File: src/rtl/vid_slew_pkg.sv
package vid_slew_pkg;
   // DAC target is held in 25 mV steps above 0 V.
   localparam int DAC_W = 6;
   localparam int LSB_MV = 25;
   localparam int TOP_MV = 1550;
   localparam logic [DAC_W-1:0] DAC_TOP_STEP = DAC_W'(TOP_MV / LSB_MV);
   localparam logic [DAC_W-1:0] DAC_ZERO = 6'h00;
   localparam logic [4:0] VID_SHUTDOWN = 5'h1f;
   // Slew clock period with a nominal timing resistor.
   localparam int CLK_PERIOD_NS = 10;
   localparam int SLEW_PERIOD_NS = 2000;
   localparam logic [15:0] SLEW_DIV_RST = 16'(SLEW_PERIOD_NS / CLK_PERIOD_NS);
   localparam logic [1:0] FALL_SYNC_TICKS = 2'h2;
   localparam logic [4:0] BLANK_TICKS = 5'h18;
   // Register map, byte addresses.
   localparam logic [3:0] REG_CTRL = 4'h0;
   localparam logic [3:0] REG_STATUS = 4'h4;
   localparam logic [3:0] REG_INT_STAT = 4'h8;
   localparam logic [3:0] REG_INT_MASK = 4'hc;
   localparam int INT_W = 3;
   localparam int INT_FAULT = 0;
   localparam int INT_TRANS_DONE = 1;
   localparam int INT_RGOOD_UP = 2;
   localparam logic [1:0] RESP_OKAY = 2'h0;
   localparam logic [1:0] RESP_SLVERR = 2'h2;

   typedef enum logic [1:0] {ST_STEADY, ST_SYNC, ST_SLEW, ST_BLANK} slew_state_e;

   // Comparator and sensor flags from the analog front end.
   typedef struct packed {
      logic ov_dac_rel;
      logic ov_fixed;
      logic undervoltage;
      logic thermal_hot;
      logic thermal_cooled;
   } fault_flags_s;
endpackage

File: src/rtl/vid_slew_fault_sequencer.sv
// How it works
// Each slew tick during a transition moves the DAC target one 25 mV step.
// Falling transitions wait two extra slew ticks before stepping; rising ones do not.
// Overvoltage checks run only when the protect-select input is high.
// Forced-PWM mode uses the DAC-relative overvoltage comparator flag.
// Pulse-skipping mode uses the fixed-threshold overvoltage comparator flag.
// Overvoltage sets the fault latch and starts shutdown in the same cycle.
// Fault latch holds shutdown until shutdown input goes low or supply drops.
// Undervoltage flag sets the fault latch and starts shutdown.
// After a fault ramp reaches zero, low gate high and high gate low.
// Undervoltage is ignored during transitions and 24 slew ticks after the final code.
// Thermal flag sets the fault latch and starts the soft-shutdown ramp.
// A thermal fault clears through the shutdown input only once the sensor reports cooling.
// VID 0 is 1.550 V, each count lowers 25 mV, code 31 shuts down.
// Test mode disables all fault detection and overlap mode.
// Entering test mode clears a set fault latch.
// Test mode is requested by the outside party driving the high test level.
// Start-up, shutdown and code changes all slew in single steps.
// Regulator-good freezes during transitions, resumes 24 slew ticks after final code.
// Shutdown targets zero, ignoring new VID codes while the fault latch is set.
//
// Design decisions made here: the address map and the AXI4-Lite register port.
`timescale 1ns/1ps
module vid_slew_fault_sequencer #(
   parameter logic [15:0] SLEW_DIV_DEFAULT = vid_slew_pkg::SLEW_DIV_RST
) (
   // Clock and reset
   input wire logic sys_clk,
   input wire logic rst_n,
   // AXI4-Lite slave
   input wire logic [3:0] s_axi_awaddr,
   input wire logic s_axi_awvalid,
   output logic s_axi_awready,
   input wire logic [31:0] s_axi_wdata,
   input wire logic [3:0] s_axi_wstrb,
   input wire logic s_axi_wvalid,
   output logic s_axi_wready,
   output logic [1:0] s_axi_bresp,
   output logic s_axi_bvalid,
   input wire logic s_axi_bready,
   input wire logic [3:0] s_axi_araddr,
   input wire logic s_axi_arvalid,
   output logic s_axi_arready,
   output logic [31:0] s_axi_rdata,
   output logic [1:0] s_axi_rresp,
   output logic s_axi_rvalid,
   input wire logic s_axi_rready,
   // Processor and board inputs
   input wire logic [4:0] vid_code_bits,
   input wire logic shutdown_n_input,
   input wire logic test_level_detect,
   input wire logic overvoltage_protect_select,
   input wire logic skip_forced_pwm,
   input wire logic supply_below_1v,
   input wire vid_slew_pkg::fault_flags_s fault_flags,
   input wire logic pwm_on_request,
   // Regulator outputs
   output logic [vid_slew_pkg::DAC_W-1:0] dac_target,
   output logic low_side_gate_drive,
   output logic high_side_gate_drive,
   output logic regulator_good_out,
   output logic overlap_mode_en,
   output logic fault_latched,
   output logic irq
);
   import vid_slew_pkg::*;

   slew_state_e state_ff;
   logic [DAC_W-1:0] dac_ff;
   logic [15:0] div_ff;
   logic [15:0] tick_cnt_ff;
   logic tick;
   logic [1:0] sync_cnt_ff;
   logic [4:0] blank_cnt_ff;
   logic fault_ff;
   logic thermal_cause_ff;
   logic test_d_ff;
   logic rgood_ff;
   logic [INT_W-1:0] int_stat_ff;
   logic [INT_W-1:0] int_mask_ff;
   logic [DAC_W-1:0] goal;
   logic [DAC_W-1:0] stepped;
   logic ov_hit;
   logic uv_hit;
   logic th_hit;
   logic fault_set;
   logic fault_clr;
   logic test_mode;
   logic settled;
   logic trans_done;
   logic rgood_rise;
   logic nxt_rgood;
   logic [INT_W-1:0] int_evt;

   assign test_mode = test_level_detect;

   // Slew clock derived from the timing divider; a zero divider acts as one.
   assign tick = (tick_cnt_ff == 16'h0000);
   always_ff @(posedge sys_clk)
   begin
      if (!rst_n)
         tick_cnt_ff <= 16'h0000;
      else if (tick)
         tick_cnt_ff <= (div_ff > 16'h0001) ? div_ff - 16'h0001 : 16'h0000;
      else
         tick_cnt_ff <= tick_cnt_ff - 16'h0001;
   end

   // VID decode
   // Shutdown goal zero
   always_comb
   begin
      if (fault_ff || fault_set || !shutdown_n_input || vid_code_bits == VID_SHUTDOWN)
         goal = DAC_ZERO;
      else
         goal = DAC_TOP_STEP - {1'b0, vid_code_bits};
   end

   // One step per tick
   assign stepped = (goal > dac_ff) ? dac_ff + 6'h01 : dac_ff - 6'h01;

   // Protect select gate
   // Forced PWM comparator
   // Pulse skip comparator
   // Test disables detection
   assign ov_hit = overvoltage_protect_select && !test_mode &&
                   (skip_forced_pwm ? fault_flags.ov_dac_rel : fault_flags.ov_fixed);
   // Undervoltage blanking
   // Undervoltage fault
   assign uv_hit = fault_flags.undervoltage && settled && shutdown_n_input && !test_mode &&
                   dac_ff != DAC_ZERO;
   // Thermal fault
   assign th_hit = fault_flags.thermal_hot && !test_mode;
   assign fault_set = ov_hit || uv_hit || th_hit;
   assign settled = (state_ff == ST_STEADY);

   // Latch clear conditions
   // Thermal needs cooling
   // Test entry clears
   assign fault_clr = supply_below_1v || (test_mode && !test_d_ff) ||
                      (!shutdown_n_input && (!thermal_cause_ff || fault_flags.thermal_cooled));

   // Immediate latch set
   // A new fault wins over a clear in the same cycle so no event is lost.
   always_ff @(posedge sys_clk)
   begin
      if (!rst_n)
      begin
         fault_ff <= 1'b0;
         thermal_cause_ff <= 1'b0;
      end
      else if (fault_set)
      begin
         fault_ff <= 1'b1;
         thermal_cause_ff <= thermal_cause_ff || th_hit;
      end
      else if (fault_clr)
      begin
         fault_ff <= 1'b0;
         thermal_cause_ff <= 1'b0;
      end
   end

   always_ff @(posedge sys_clk)
   begin
      if (!rst_n)
         test_d_ff <= 1'b0;
      else
         test_d_ff <= test_mode;
   end

   // Stepped sequencing
   always_ff @(posedge sys_clk)
   begin
      if (!rst_n)
      begin
         state_ff <= ST_STEADY;
         dac_ff <= DAC_ZERO;
         sync_cnt_ff <= 2'h0;
         blank_cnt_ff <= 5'h00;
      end
      else
      begin
         unique case (state_ff)
            ST_STEADY, ST_BLANK:
            begin
               if (goal < dac_ff)
               begin
                  // Falling sync delay
                  state_ff <= ST_SYNC;
                  sync_cnt_ff <= FALL_SYNC_TICKS;
               end
               else if (goal > dac_ff)
                  state_ff <= ST_SLEW;
               else if (state_ff == ST_BLANK && tick)
               begin
                  // Blank countdown
                  if (blank_cnt_ff == BLANK_TICKS - 5'h01)
                     state_ff <= ST_STEADY;
                  else
                     blank_cnt_ff <= blank_cnt_ff + 5'h01;
               end
            end
            ST_SYNC:
            begin
               if (tick)
               begin
                  sync_cnt_ff <= sync_cnt_ff - 2'h1;
                  if (sync_cnt_ff == 2'h1)
                     state_ff <= ST_SLEW;
               end
            end
            ST_SLEW:
            begin
               if (goal == dac_ff)
               begin
                  state_ff <= ST_BLANK;
                  blank_cnt_ff <= 5'h00;
               end
               else if (tick)
               begin
                  // Single step
                  dac_ff <= stepped;
                  if (stepped == goal)
                  begin
                     state_ff <= ST_BLANK;
                     blank_cnt_ff <= 5'h00;
                  end
               end
            end
         endcase
      end
   end

   assign trans_done = (state_ff == ST_BLANK) && tick && (goal == dac_ff) &&
                       (blank_cnt_ff == BLANK_TICKS - 5'h01);

   // Regulator good freeze
   // A latched fault forces the output low even mid-transition.
   always_comb
   begin
      nxt_rgood = rgood_ff;
      if (fault_ff || !shutdown_n_input)
         nxt_rgood = 1'b0;
      else if (settled)
         nxt_rgood = !fault_flags.undervoltage && dac_ff != DAC_ZERO;
   end

   always_ff @(posedge sys_clk)
   begin
      if (!rst_n)
         rgood_ff <= 1'b0;
      else
         rgood_ff <= nxt_rgood;
   end
   assign rgood_rise = nxt_rgood && !rgood_ff;

   // Gates forced at zero
   // Overlap off in test
   always_comb
   begin
      if (dac_ff == DAC_ZERO && goal == DAC_ZERO)
      begin
         low_side_gate_drive = 1'b1;
         high_side_gate_drive = 1'b0;
      end
      else
      begin
         low_side_gate_drive = !pwm_on_request;
         high_side_gate_drive = pwm_on_request;
      end
   end

   assign overlap_mode_en = !test_mode;
   assign dac_target = dac_ff;
   assign fault_latched = fault_ff;
   assign regulator_good_out = rgood_ff;

   // Register bus: address and data are taken in either order, one at a time.
   logic aw_hold_ff;
   logic w_hold_ff;
   logic [3:0] awaddr_ff;
   logic [31:0] wdata_ff;
   logic [3:0] wstrb_ff;
   logic bvalid_ff;
   logic [1:0] bresp_ff;
   logic rvalid_ff;
   logic [31:0] rdata_ff;
   logic [1:0] rresp_ff;
   logic wr_go;
   logic [31:0] rd_mux;
   logic rd_ok;

   assign s_axi_awready = !aw_hold_ff && !bvalid_ff;
   assign s_axi_wready = !w_hold_ff && !bvalid_ff;
   assign wr_go = aw_hold_ff && w_hold_ff && !bvalid_ff;
   assign s_axi_bvalid = bvalid_ff;
   assign s_axi_bresp = bresp_ff;
   assign s_axi_arready = !rvalid_ff;
   assign s_axi_rvalid = rvalid_ff;
   assign s_axi_rdata = rdata_ff;
   assign s_axi_rresp = rresp_ff;

   always_ff @(posedge sys_clk)
   begin
      if (!rst_n)
      begin
         aw_hold_ff <= 1'b0;
         w_hold_ff <= 1'b0;
         awaddr_ff <= 4'h0;
         wdata_ff <= 32'h00000000;
         wstrb_ff <= 4'h0;
         bvalid_ff <= 1'b0;
         bresp_ff <= RESP_OKAY;
      end
      else
      begin
         if (s_axi_awvalid && s_axi_awready)
         begin
            aw_hold_ff <= 1'b1;
            awaddr_ff <= s_axi_awaddr;
         end
         if (s_axi_wvalid && s_axi_wready)
         begin
            w_hold_ff <= 1'b1;
            wdata_ff <= s_axi_wdata;
            wstrb_ff <= s_axi_wstrb;
         end
         if (wr_go)
         begin
            aw_hold_ff <= 1'b0;
            w_hold_ff <= 1'b0;
            bvalid_ff <= 1'b1;
            bresp_ff <= (awaddr_ff[1:0] == 2'h0) ? RESP_OKAY : RESP_SLVERR;
         end
         else if (bvalid_ff && s_axi_bready)
            bvalid_ff <= 1'b0;
      end
   end

   // Divider register steers the slew clock rate.
   always_ff @(posedge sys_clk)
   begin
      if (!rst_n)
         div_ff <= SLEW_DIV_DEFAULT;
      else if (wr_go && awaddr_ff == REG_CTRL)
      begin
         if (wstrb_ff[0])
            div_ff[7:0] <= wdata_ff[7:0];
         if (wstrb_ff[1])
            div_ff[15:8] <= wdata_ff[15:8];
      end
   end

   always_ff @(posedge sys_clk)
   begin
      if (!rst_n)
         int_mask_ff <= '0;
      else if (wr_go && awaddr_ff == REG_INT_MASK && wstrb_ff[0])
         int_mask_ff <= wdata_ff[INT_W-1:0];
   end

   // Sticky status: a new event wins over a write-one clear in the same cycle.
   assign int_evt = {rgood_rise, trans_done, fault_set && !fault_ff};
   always_ff @(posedge sys_clk)
   begin
      if (!rst_n)
         int_stat_ff <= '0;
      else if (wr_go && awaddr_ff == REG_INT_STAT && wstrb_ff[0])
         int_stat_ff <= (int_stat_ff & ~wdata_ff[INT_W-1:0]) | int_evt;
      else
         int_stat_ff <= int_stat_ff | int_evt;
   end
   assign irq = |(int_stat_ff & int_mask_ff);

   always_comb
   begin
      rd_ok = 1'b1;
      unique case (s_axi_araddr)
         REG_CTRL: rd_mux = {16'h0000, div_ff};
         REG_STATUS: rd_mux = {16'h0000, 2'h0, state_ff, rgood_ff, thermal_cause_ff,
                               fault_ff, test_mode, 2'h0, dac_ff};
         REG_INT_STAT: rd_mux = {29'h00000000, int_stat_ff};
         REG_INT_MASK: rd_mux = {29'h00000000, int_mask_ff};
         default:
         begin
            rd_mux = 32'h00000000;
            rd_ok = 1'b0;
         end
      endcase
   end

   always_ff @(posedge sys_clk)
   begin
      if (!rst_n)
      begin
         rvalid_ff <= 1'b0;
         rdata_ff <= 32'h00000000;
         rresp_ff <= RESP_OKAY;
      end
      else if (s_axi_arvalid && s_axi_arready)
      begin
         rvalid_ff <= 1'b1;
         rdata_ff <= rd_mux;
         rresp_ff <= rd_ok ? RESP_OKAY : RESP_SLVERR;
      end
      else if (rvalid_ff && s_axi_rready)
         rvalid_ff <= 1'b0;
   end
endmodule // vid_slew_fault_sequencer

File: config.mk
export PLATFORM = sky130hd
export DESIGN_NAME = vid_slew_fault_sequencer
export DESIGN_NICKNAME = d
export VERILOG_FILES = /design/src/rtl/vid_slew_pkg.sv /design/src/rtl/vid_slew_fault_sequencer.sv
export SDC_FILE = /design/constraint.sdc
export NUM_CORES = 1
export LEC_CHECK = 0
export BUFFER_PORTS_ARGS = -buffer_cell sky130_fd_sc_hd__clkbuf_2
export CORE_MARGIN = 5
export CORE_UTILIZATION = 47
export CTS_BUF_LIST = sky130_fd_sc_hd__clkbuf_4
export DETAILED_ROUTE_END_ITERATION = 7
export GPL_ROUTABILITY_DRIVEN = 0
export PLACE_DENSITY_LB_ADDON = 0.08
export SLEW_MARGIN = 5
export SYNTH_ARGS = -nofsm -noshare
export SYNTH_HDL_FRONTEND = slang
export SYNTH_SLANG_ARGS = --single-unit
File: constraint.sdc
create_clock -name sys_clk -period 12.2 [get_ports sys_clk]
set_clock_uncertainty 0.2 [all_clocks]
set_input_delay 1.83 -clock sys_clk [delete_from_list [all_inputs] [get_ports sys_clk]]
set_output_delay 1.83 -clock sys_clk [all_outputs]
set_load 0.05 [all_outputs]
==> Word-level counts from Yosys, hierarchy flattened <==
Index checks and enable logic that the tools add are counted.
{ "classes": {"n_eq_ne": 24, "bitwise_logic": 7, "n_reduce_logical": 75, "order_cmp": 3, "addsub": 7, "mux": 42} }
{ "op_table": {"columns": ["operator", "count"], "rows": [
  ["one-hot mux 16 bit (4 select lines)", 1],
  ["2-to-1 mux 5 bit", 7],
  ["2-to-1 mux 16 bit", 2],
  ["subtractor 16 x 1 -> 16 bit, second input constant", 2],
  ["logical AND 1 bit", 30],
  ["2-to-1 mux 2 bit", 13],
  ["equality test 4 bit, second input constant", 4],
  ["greater-than comparator 16 x 1 -> 1 bit, second input constant", 1],
  ["zero test 16 bit", 1],
  ["!= test 2 bit, second input constant", 7],
  ["2-to-1 mux 1 bit", 13],
  ["equality test 6 bit", 2],
  ["zero test 1 bit", 12],
  ["zero test 6 bit", 2],
  ["2-to-1 mux 6 bit", 2],
  ["equality test 5 bit, second input constant", 2],
  ["logical OR 1 bit", 10],
  ["one-hot mux 5 bit (2 select lines)", 1],
  ["nonzero test 2 bit", 5],
  ["zero test 4 bit", 2],
  ["!= test 4 bit, second input constant", 2],
  ["AND reduction 7 bit", 1],
  ["adder 6 x 1 -> 6 bit, second input constant", 1],
  ["AND 3 bit", 2],
  ["24 further kinds", 33]
]} }
{ "word_totals": {"input_bits": 67, "regBits": 119, "elab_cells": 181, "output_inout_bits": 53} }

==> Longest topological paths before layout <==
{ "logic_depth": {"word_depth": 18, "ltp_mapped": 22, "depth_no_buf": 22} }

==> Least setup slack after synthesis <==
Ideal clock, no wire load.
{ "synth_path": {"path_type": "input -> register", "startpoint": "input vid_code_bits[0]", "endpoint": "register blank_cnt_ff[3]", "path_buffers": 0, "setup_ps": 128, "path_stages": 19, "setup_slack_ps": 5660, "t_arrival_ps": 6212, "t_required_ps": 11872, "path_cell_list": "ha_1 > and2_1 > a31o_2 > nor3_1 > nand2_1 > ha_1 > a21o_1 > maj3_1 > o21ai_1 > inv_1 > ha_1 > a21oi_1 > nand2_1 > o311ai_0 > nand3_1 > a32o_1 > a211o_1 > a21boi_1 > o22ai_1"} }
{ "synth_between": {"elab_chain_cells": 8, "word_cells_on_any_way": 16, "classes_between": "add/sub: 1; order compare: 2; eq/ne: 7; mux: 4; reduce/logical: 2"} }
{ "synth_lines": {"columns": ["element", "line", "text"], "rows": [
  ["start, declared", "vid_slew_fault_sequencer.sv:49", "input wire logic [4:0] vid_code_bits,"],
  ["parallel branches: the longest is 2 deep, another holds subtractor 6 x 5 -> 6 bit", null, null],
  ["2-to-1 mux 6 bit (*)", "vid_slew_fault_sequencer.sv:113", "if (fault_ff || fault_set || !shutdown_n_input || vid_code_bits == VID_SHUTDOWN)"],
  ["greater-than comparator 6 bit", "vid_slew_fault_sequencer.sv:120, vid_slew_fault_sequencer.sv:193", null],
  ["2-to-1 mux 6 bit", "vid_slew_fault_sequencer.sv:120", "assign stepped = (goal > dac_ff) ? dac_ff + 6'h01 : dac_ff - 6'h01;"],
  ["equality test 6 bit", "vid_slew_fault_sequencer.sv:224", "if (stepped == goal)"],
  ["!= test 3 bit (no line)", null, null],
  ["AND reduction 7 bit (no line)", null, null],
  ["end signal, assigned", "vid_slew_fault_sequencer.sv:201", "blank_cnt_ff <= blank_cnt_ff + 5'h01;"],
  ["end, declared", "vid_slew_fault_sequencer.sv:74", "logic [4:0] blank_cnt_ff;"]
]} }
Mark *: on every way between the ends.
A chain may end at the register's enable or synchronous reset.

==> Final worst setup path <==
{ "layout_path": {"startpoint": "input test_level_detect", "endpoint": "register blank_cnt_ff[3]"} }
{ "layout_between": {"elab_chain_cells": 14, "word_cells_on_any_way": 24, "classes_between": "order compare: 2; eq/ne: 6; mux: 4; reduce/logical: 12"} }
{ "layout_lines": {"columns": ["element", "line", "text"], "rows": [
  ["start, declared", "vid_slew_fault_sequencer.sv:51", "input wire logic test_level_detect,"],
  ["zero test 1 bit (*)", "vid_slew_fault_sequencer.sv:126, vid_slew_fault_sequencer.sv:130, vid_slew_fault_sequencer.sv:133", null],
  ["logical AND 1 bit, on equally long branches (2 in a row)", "vid_slew_fault_sequencer.sv:126, vid_slew_fault_sequencer.sv:130", null],
  ["logical OR 1 bit", "vid_slew_fault_sequencer.sv:134", "assign fault_set = ov_hit || uv_hit || th_hit;"],
  ["logical OR 1 bit (*)", "vid_slew_fault_sequencer.sv:134", null],
  ["logical OR 1 bit (*) (3 in a row)", "vid_slew_fault_sequencer.sv:113", null],
  ["2-to-1 mux 6 bit (*)", "vid_slew_fault_sequencer.sv:113", null],
  ["greater-than comparator 6 bit", "vid_slew_fault_sequencer.sv:120, vid_slew_fault_sequencer.sv:193", null],
  ["2-to-1 mux 6 bit", "vid_slew_fault_sequencer.sv:120", null],
  ["equality test 6 bit", "vid_slew_fault_sequencer.sv:224", null],
  ["!= test 3 bit (no line)", null, null],
  ["AND reduction 7 bit (no line)", null, null]
]} }
Mark *: on every way between the ends. The rest lies on a longest branch, timed or not.

==> flow_summary_export.csv <==
group,metric,value,unit
outcome,status,"complete, no violations",
yosys,synth_sequential_area_ratio,0.370,
critical_path,r2r_slack,5.88,ns
global_routing,grt_overflow,0,
routing,drt-pass1-iter-count,5,
yosys,syn_avg_cell_area,8.23,um^2
global_routing,grt_pass1_wl,22.7,mm
yosys,synth_area,5470,um^2
global_routing,grt_pass1_vias,4654,
clock_network,cts_root_buf,"clkbuf_4",
yosys,synth_seq_cells,101,
power_and_ir_drop,fin_total_pwr,0.000943,W
finish,drive_gt1_frac,0.158,
timing,min_period_over_period,0.599,
critical_path,cp.arrival,7.46,ns
clock_network,holdBufCountCts,0,
finish,layout_commonest_cell,"dfxtp_1",
clock_network,post_cts_buffers,0,
clock_network,cts_resized,0,
finish,final_cell_mix,"dfxtp_1, nor2_1, clkbuf_2",
power_and_ir_drop,p_leak,2.63,nW
placed_design,dpl.hpwl,10.6,mm
floorplan,die-area,13900,um^2
timing,fin_tns_setup,0,ns
timing,holdWs,0.266,ns
yosys,yosysWarnings,0,
timing,setup-violations-final,0,
floorplan,std_cell_rows,39,
power_and_ir_drop,seq_power_share,0.421,
routing,drtAntennaViolNets,0,
timing,fin_crit,7.31,ns
clock_network,cts_sinks,101,
routing,drc,0,
critical_path,critical_path.max_stage_delay,0.87,ns
routing,drt_wl_total,13.7,mm
power_and_ir_drop,p_per_area,155,nW/um^2
finish,area_growth,10.9,%
yosys,ys.flop_type,"dfxtp_1",
critical_path,slowest_stage,"o311ai_0",
critical_path,crit_path_start,"test_level_detect",
yosys,synth-edff-count,0,
routing,dr.first_iter.drc_count,239,
power_and_ir_drop,p_sw_frac,0.414,
critical_path,endpoint,"blank_cnt_ff[3]$_SDFFE_PN0P_",
job,maxCapViolCount,0,
critical_path,cp.required,12.35,ns
critical_path,reg2reg_depth,21,
power_and_ir_drop,power.share.combinational,0.394,
timing,relSlewSlack,0.208,
power_and_ir_drop,vdd_ir_drop_max,0.0692,mV
floorplan,placeableCoreArea,11400,um^2
floorplan,initial_utilization,0.479,
critical_path,endpoint_kind,"register",
global_routing,grt_max_degree,49,
clock_network,clockBufferDepth,2,
finish,nets,825,
power_and_ir_drop,p_switching,0.000390,W
floorplan,die_w,118,um
floorplan,pin_count,120,
worst_hold_path,hp-class,"reg -> reg",
global_routing,antenna_found_initial,0,
clock_network,cts_made_buffers,9,
yosys,netlist_instances,665,
critical_path,crit_chain,"clkbuf_2, nand2b_1, o21ai_1, or2_1, nor3_1, ha_1, a21oi_1, a21o_1, maj3_1, o21ai_1, inv_1, ha_1, a21oi_1, nand2_1, o311ai_0, nand3_1, a32o_1, a211o_1, a21boi_1, o22ai_1",
critical_path,reg2reg_from,"state_ff[1]$_SDFFE_PN0P_",
routing,vias,4803,
floorplan,chipHeight,118,um
global_routing,grtUsageTotal,0.196,
routing,post_drt_wl_per_cell,15.5,um
timing,clock.fmax,137,MHz
finish,fillers,1138,
worst_hold_path,worstHoldPathCells,2,
routing,avgViaCountPerCell,5.43,
finish,num_antenna_cells,0,
clock_network,insertion_delay,0.46,ns
timing,rsz0062_at_grt,"no",
power_and_ir_drop,internal-power,0.000553,W
critical_path,crit_type,"in -> reg",
timing,hold_viol_final,0,
yosys,synth_cell_types,67,
clock_network,path_clk_slew,0.19,ns
critical_path,critPathMaxFanout,8,
critical_path,crit_path_start_kind,"primary input",
timing,finalMaxSlewViolations,0,
critical_path,r2r_end,"blank_cnt_ff[3]$_SDFFE_PN0P_",
clock_network,cts_htree_levels,3,
clock_network,cts_tree,"yes",
power_and_ir_drop,clockPowerShare,0.186,
placed_design,portBuffers,83,
timing,tightest_slew,1.19,ns
yosys,async_flop_share,0,
[power groups by stage]
stage	Sequential, W	Clock [W]	Combinational (W)
after floorplan	0.000410	0	0.000285
after global placement	0.000402	0	0.000361
after detailed placement	0.000404	0	0.000369
after CTS	0.000397	0.000180	0.000370
after global routing	0.000402	0.000190	0.000416
final	0.000397	0.000175	0.000372
[through the flow]
stage          std cells  setup WS [ns]  utilization  cell area (um^2)
2_1_floorplan        682           5.66            -              5530
3_3_place_gp         869           4.59        0.519              5930
3_5_place_dp         869           4.54        0.519              5930
4_1_cts              885           5.05        0.531              6070
5_1_grt              885           4.52        0.531              6070
6_report             885           4.89        0.531              6070
[layer usage]
metal  vias to the layer above  GRT usage  wire length (um)
li1                       2439          -                 -
met1                      2212      0.272              6630
met2                       134      0.308              6060
met3                        18     0.0327               780
met4                         0     0.0659               258
met5                         -          0                 0
[state kept, by name, summed over array words and instances, names as in the netlist]
name / count
div_ff: 16
s_axi_rdata: 16
tick_cnt_ff: 16
wdata_ff: 16
dac_target: 6
blank_cnt_ff: 5
awaddr_ff: 4
int_mask_ff: 3
int_stat_ff: 3
state_ff: 2
sync_cnt_ff: 2
wstrb_ff: 2
aw_hold_ff: 1
fault_latched: 1
regulator_good_out: 1
s_axi_bresp: 1
s_axi_bvalid: 1
s_axi_rresp: 1
s_axi_rvalid: 1
test_d_ff: 1
thermal_cause_ff: 1
w_hold_ff: 1
[cell families after synthesis]
kind of cell,synth area share
AND/OR/NAND/NOR,0.242
AO/OA/AOI/OAI,0.142
flip-flops,0.370
buffers and inverters,0.0613
multiplexers,0.0787
XOR/XNOR,0.0528
adder cells (fa/ha/maj),0.0531
other,0.000686
[worst min-delay path by stage]
stage / endpoint / slack (ns) / start
after floorplan: wdata_ff[10]$_SDFFE_PN0P_ / 0.24 / wdata_ff[10]$_SDFFE_PN0P_
after global placement: s_axi_rdata[7]$_SDFFE_PN0P_ / 0.24 / s_axi_rdata[7]$_SDFFE_PN0P_
after detailed placement: wdata_ff[9]$_SDFFE_PN0P_ / 0.25 / wdata_ff[9]$_SDFFE_PN0P_
after CTS: wdata_ff[9]$_SDFFE_PN0P_ / 0.27 / wdata_ff[9]$_SDFFE_PN0P_
after global routing: s_axi_rdata[6]$_SDFFE_PN0P_ / 0.29 / s_axi_rdata[6]$_SDFFE_PN0P_
final: wdata_ff[9]$_SDFFE_PN0P_ / 0.27 / wdata_ff[9]$_SDFFE_PN0P_
[cells in the mapped netlist, types with 15 or more instances]
library cell  number  area [um^2]
dfxtp_1          101         2020
mux2i_1           34          340
xnor2_1           18          158
nand3_1           16         80.1
nor2_1            96          360
nand2_1           73          274
a21oi_1           52          260
xor2_1            15          131
inv_1             28          105
ha_1              20          250
nor3_1            31          155
buf_4             18          135
clkbuf_1          21         78.8
[critical path: cells and delay by family]
family | cells | cell delay [ns]
fa+ha+maj | 3 | 1.06
buf+inv | 2 | 0.31
compound gates | 10 | 3.28
simple gates | 5 | 0.98
[layout make-up]
cell class	instances	area (um^2)	area share
clock buffers	9	67.6	0.0111
clock inverters	7	70.1	0.0115
inverters	29	109	0.0179
multi-input cells	510	3180	0.525
flip-flops and latches	101	2020	0.333
well taps	143	179	0.0295
repair buffers	86	438	0.0722
No activity file was read; power rests on OpenSTA's default activity.
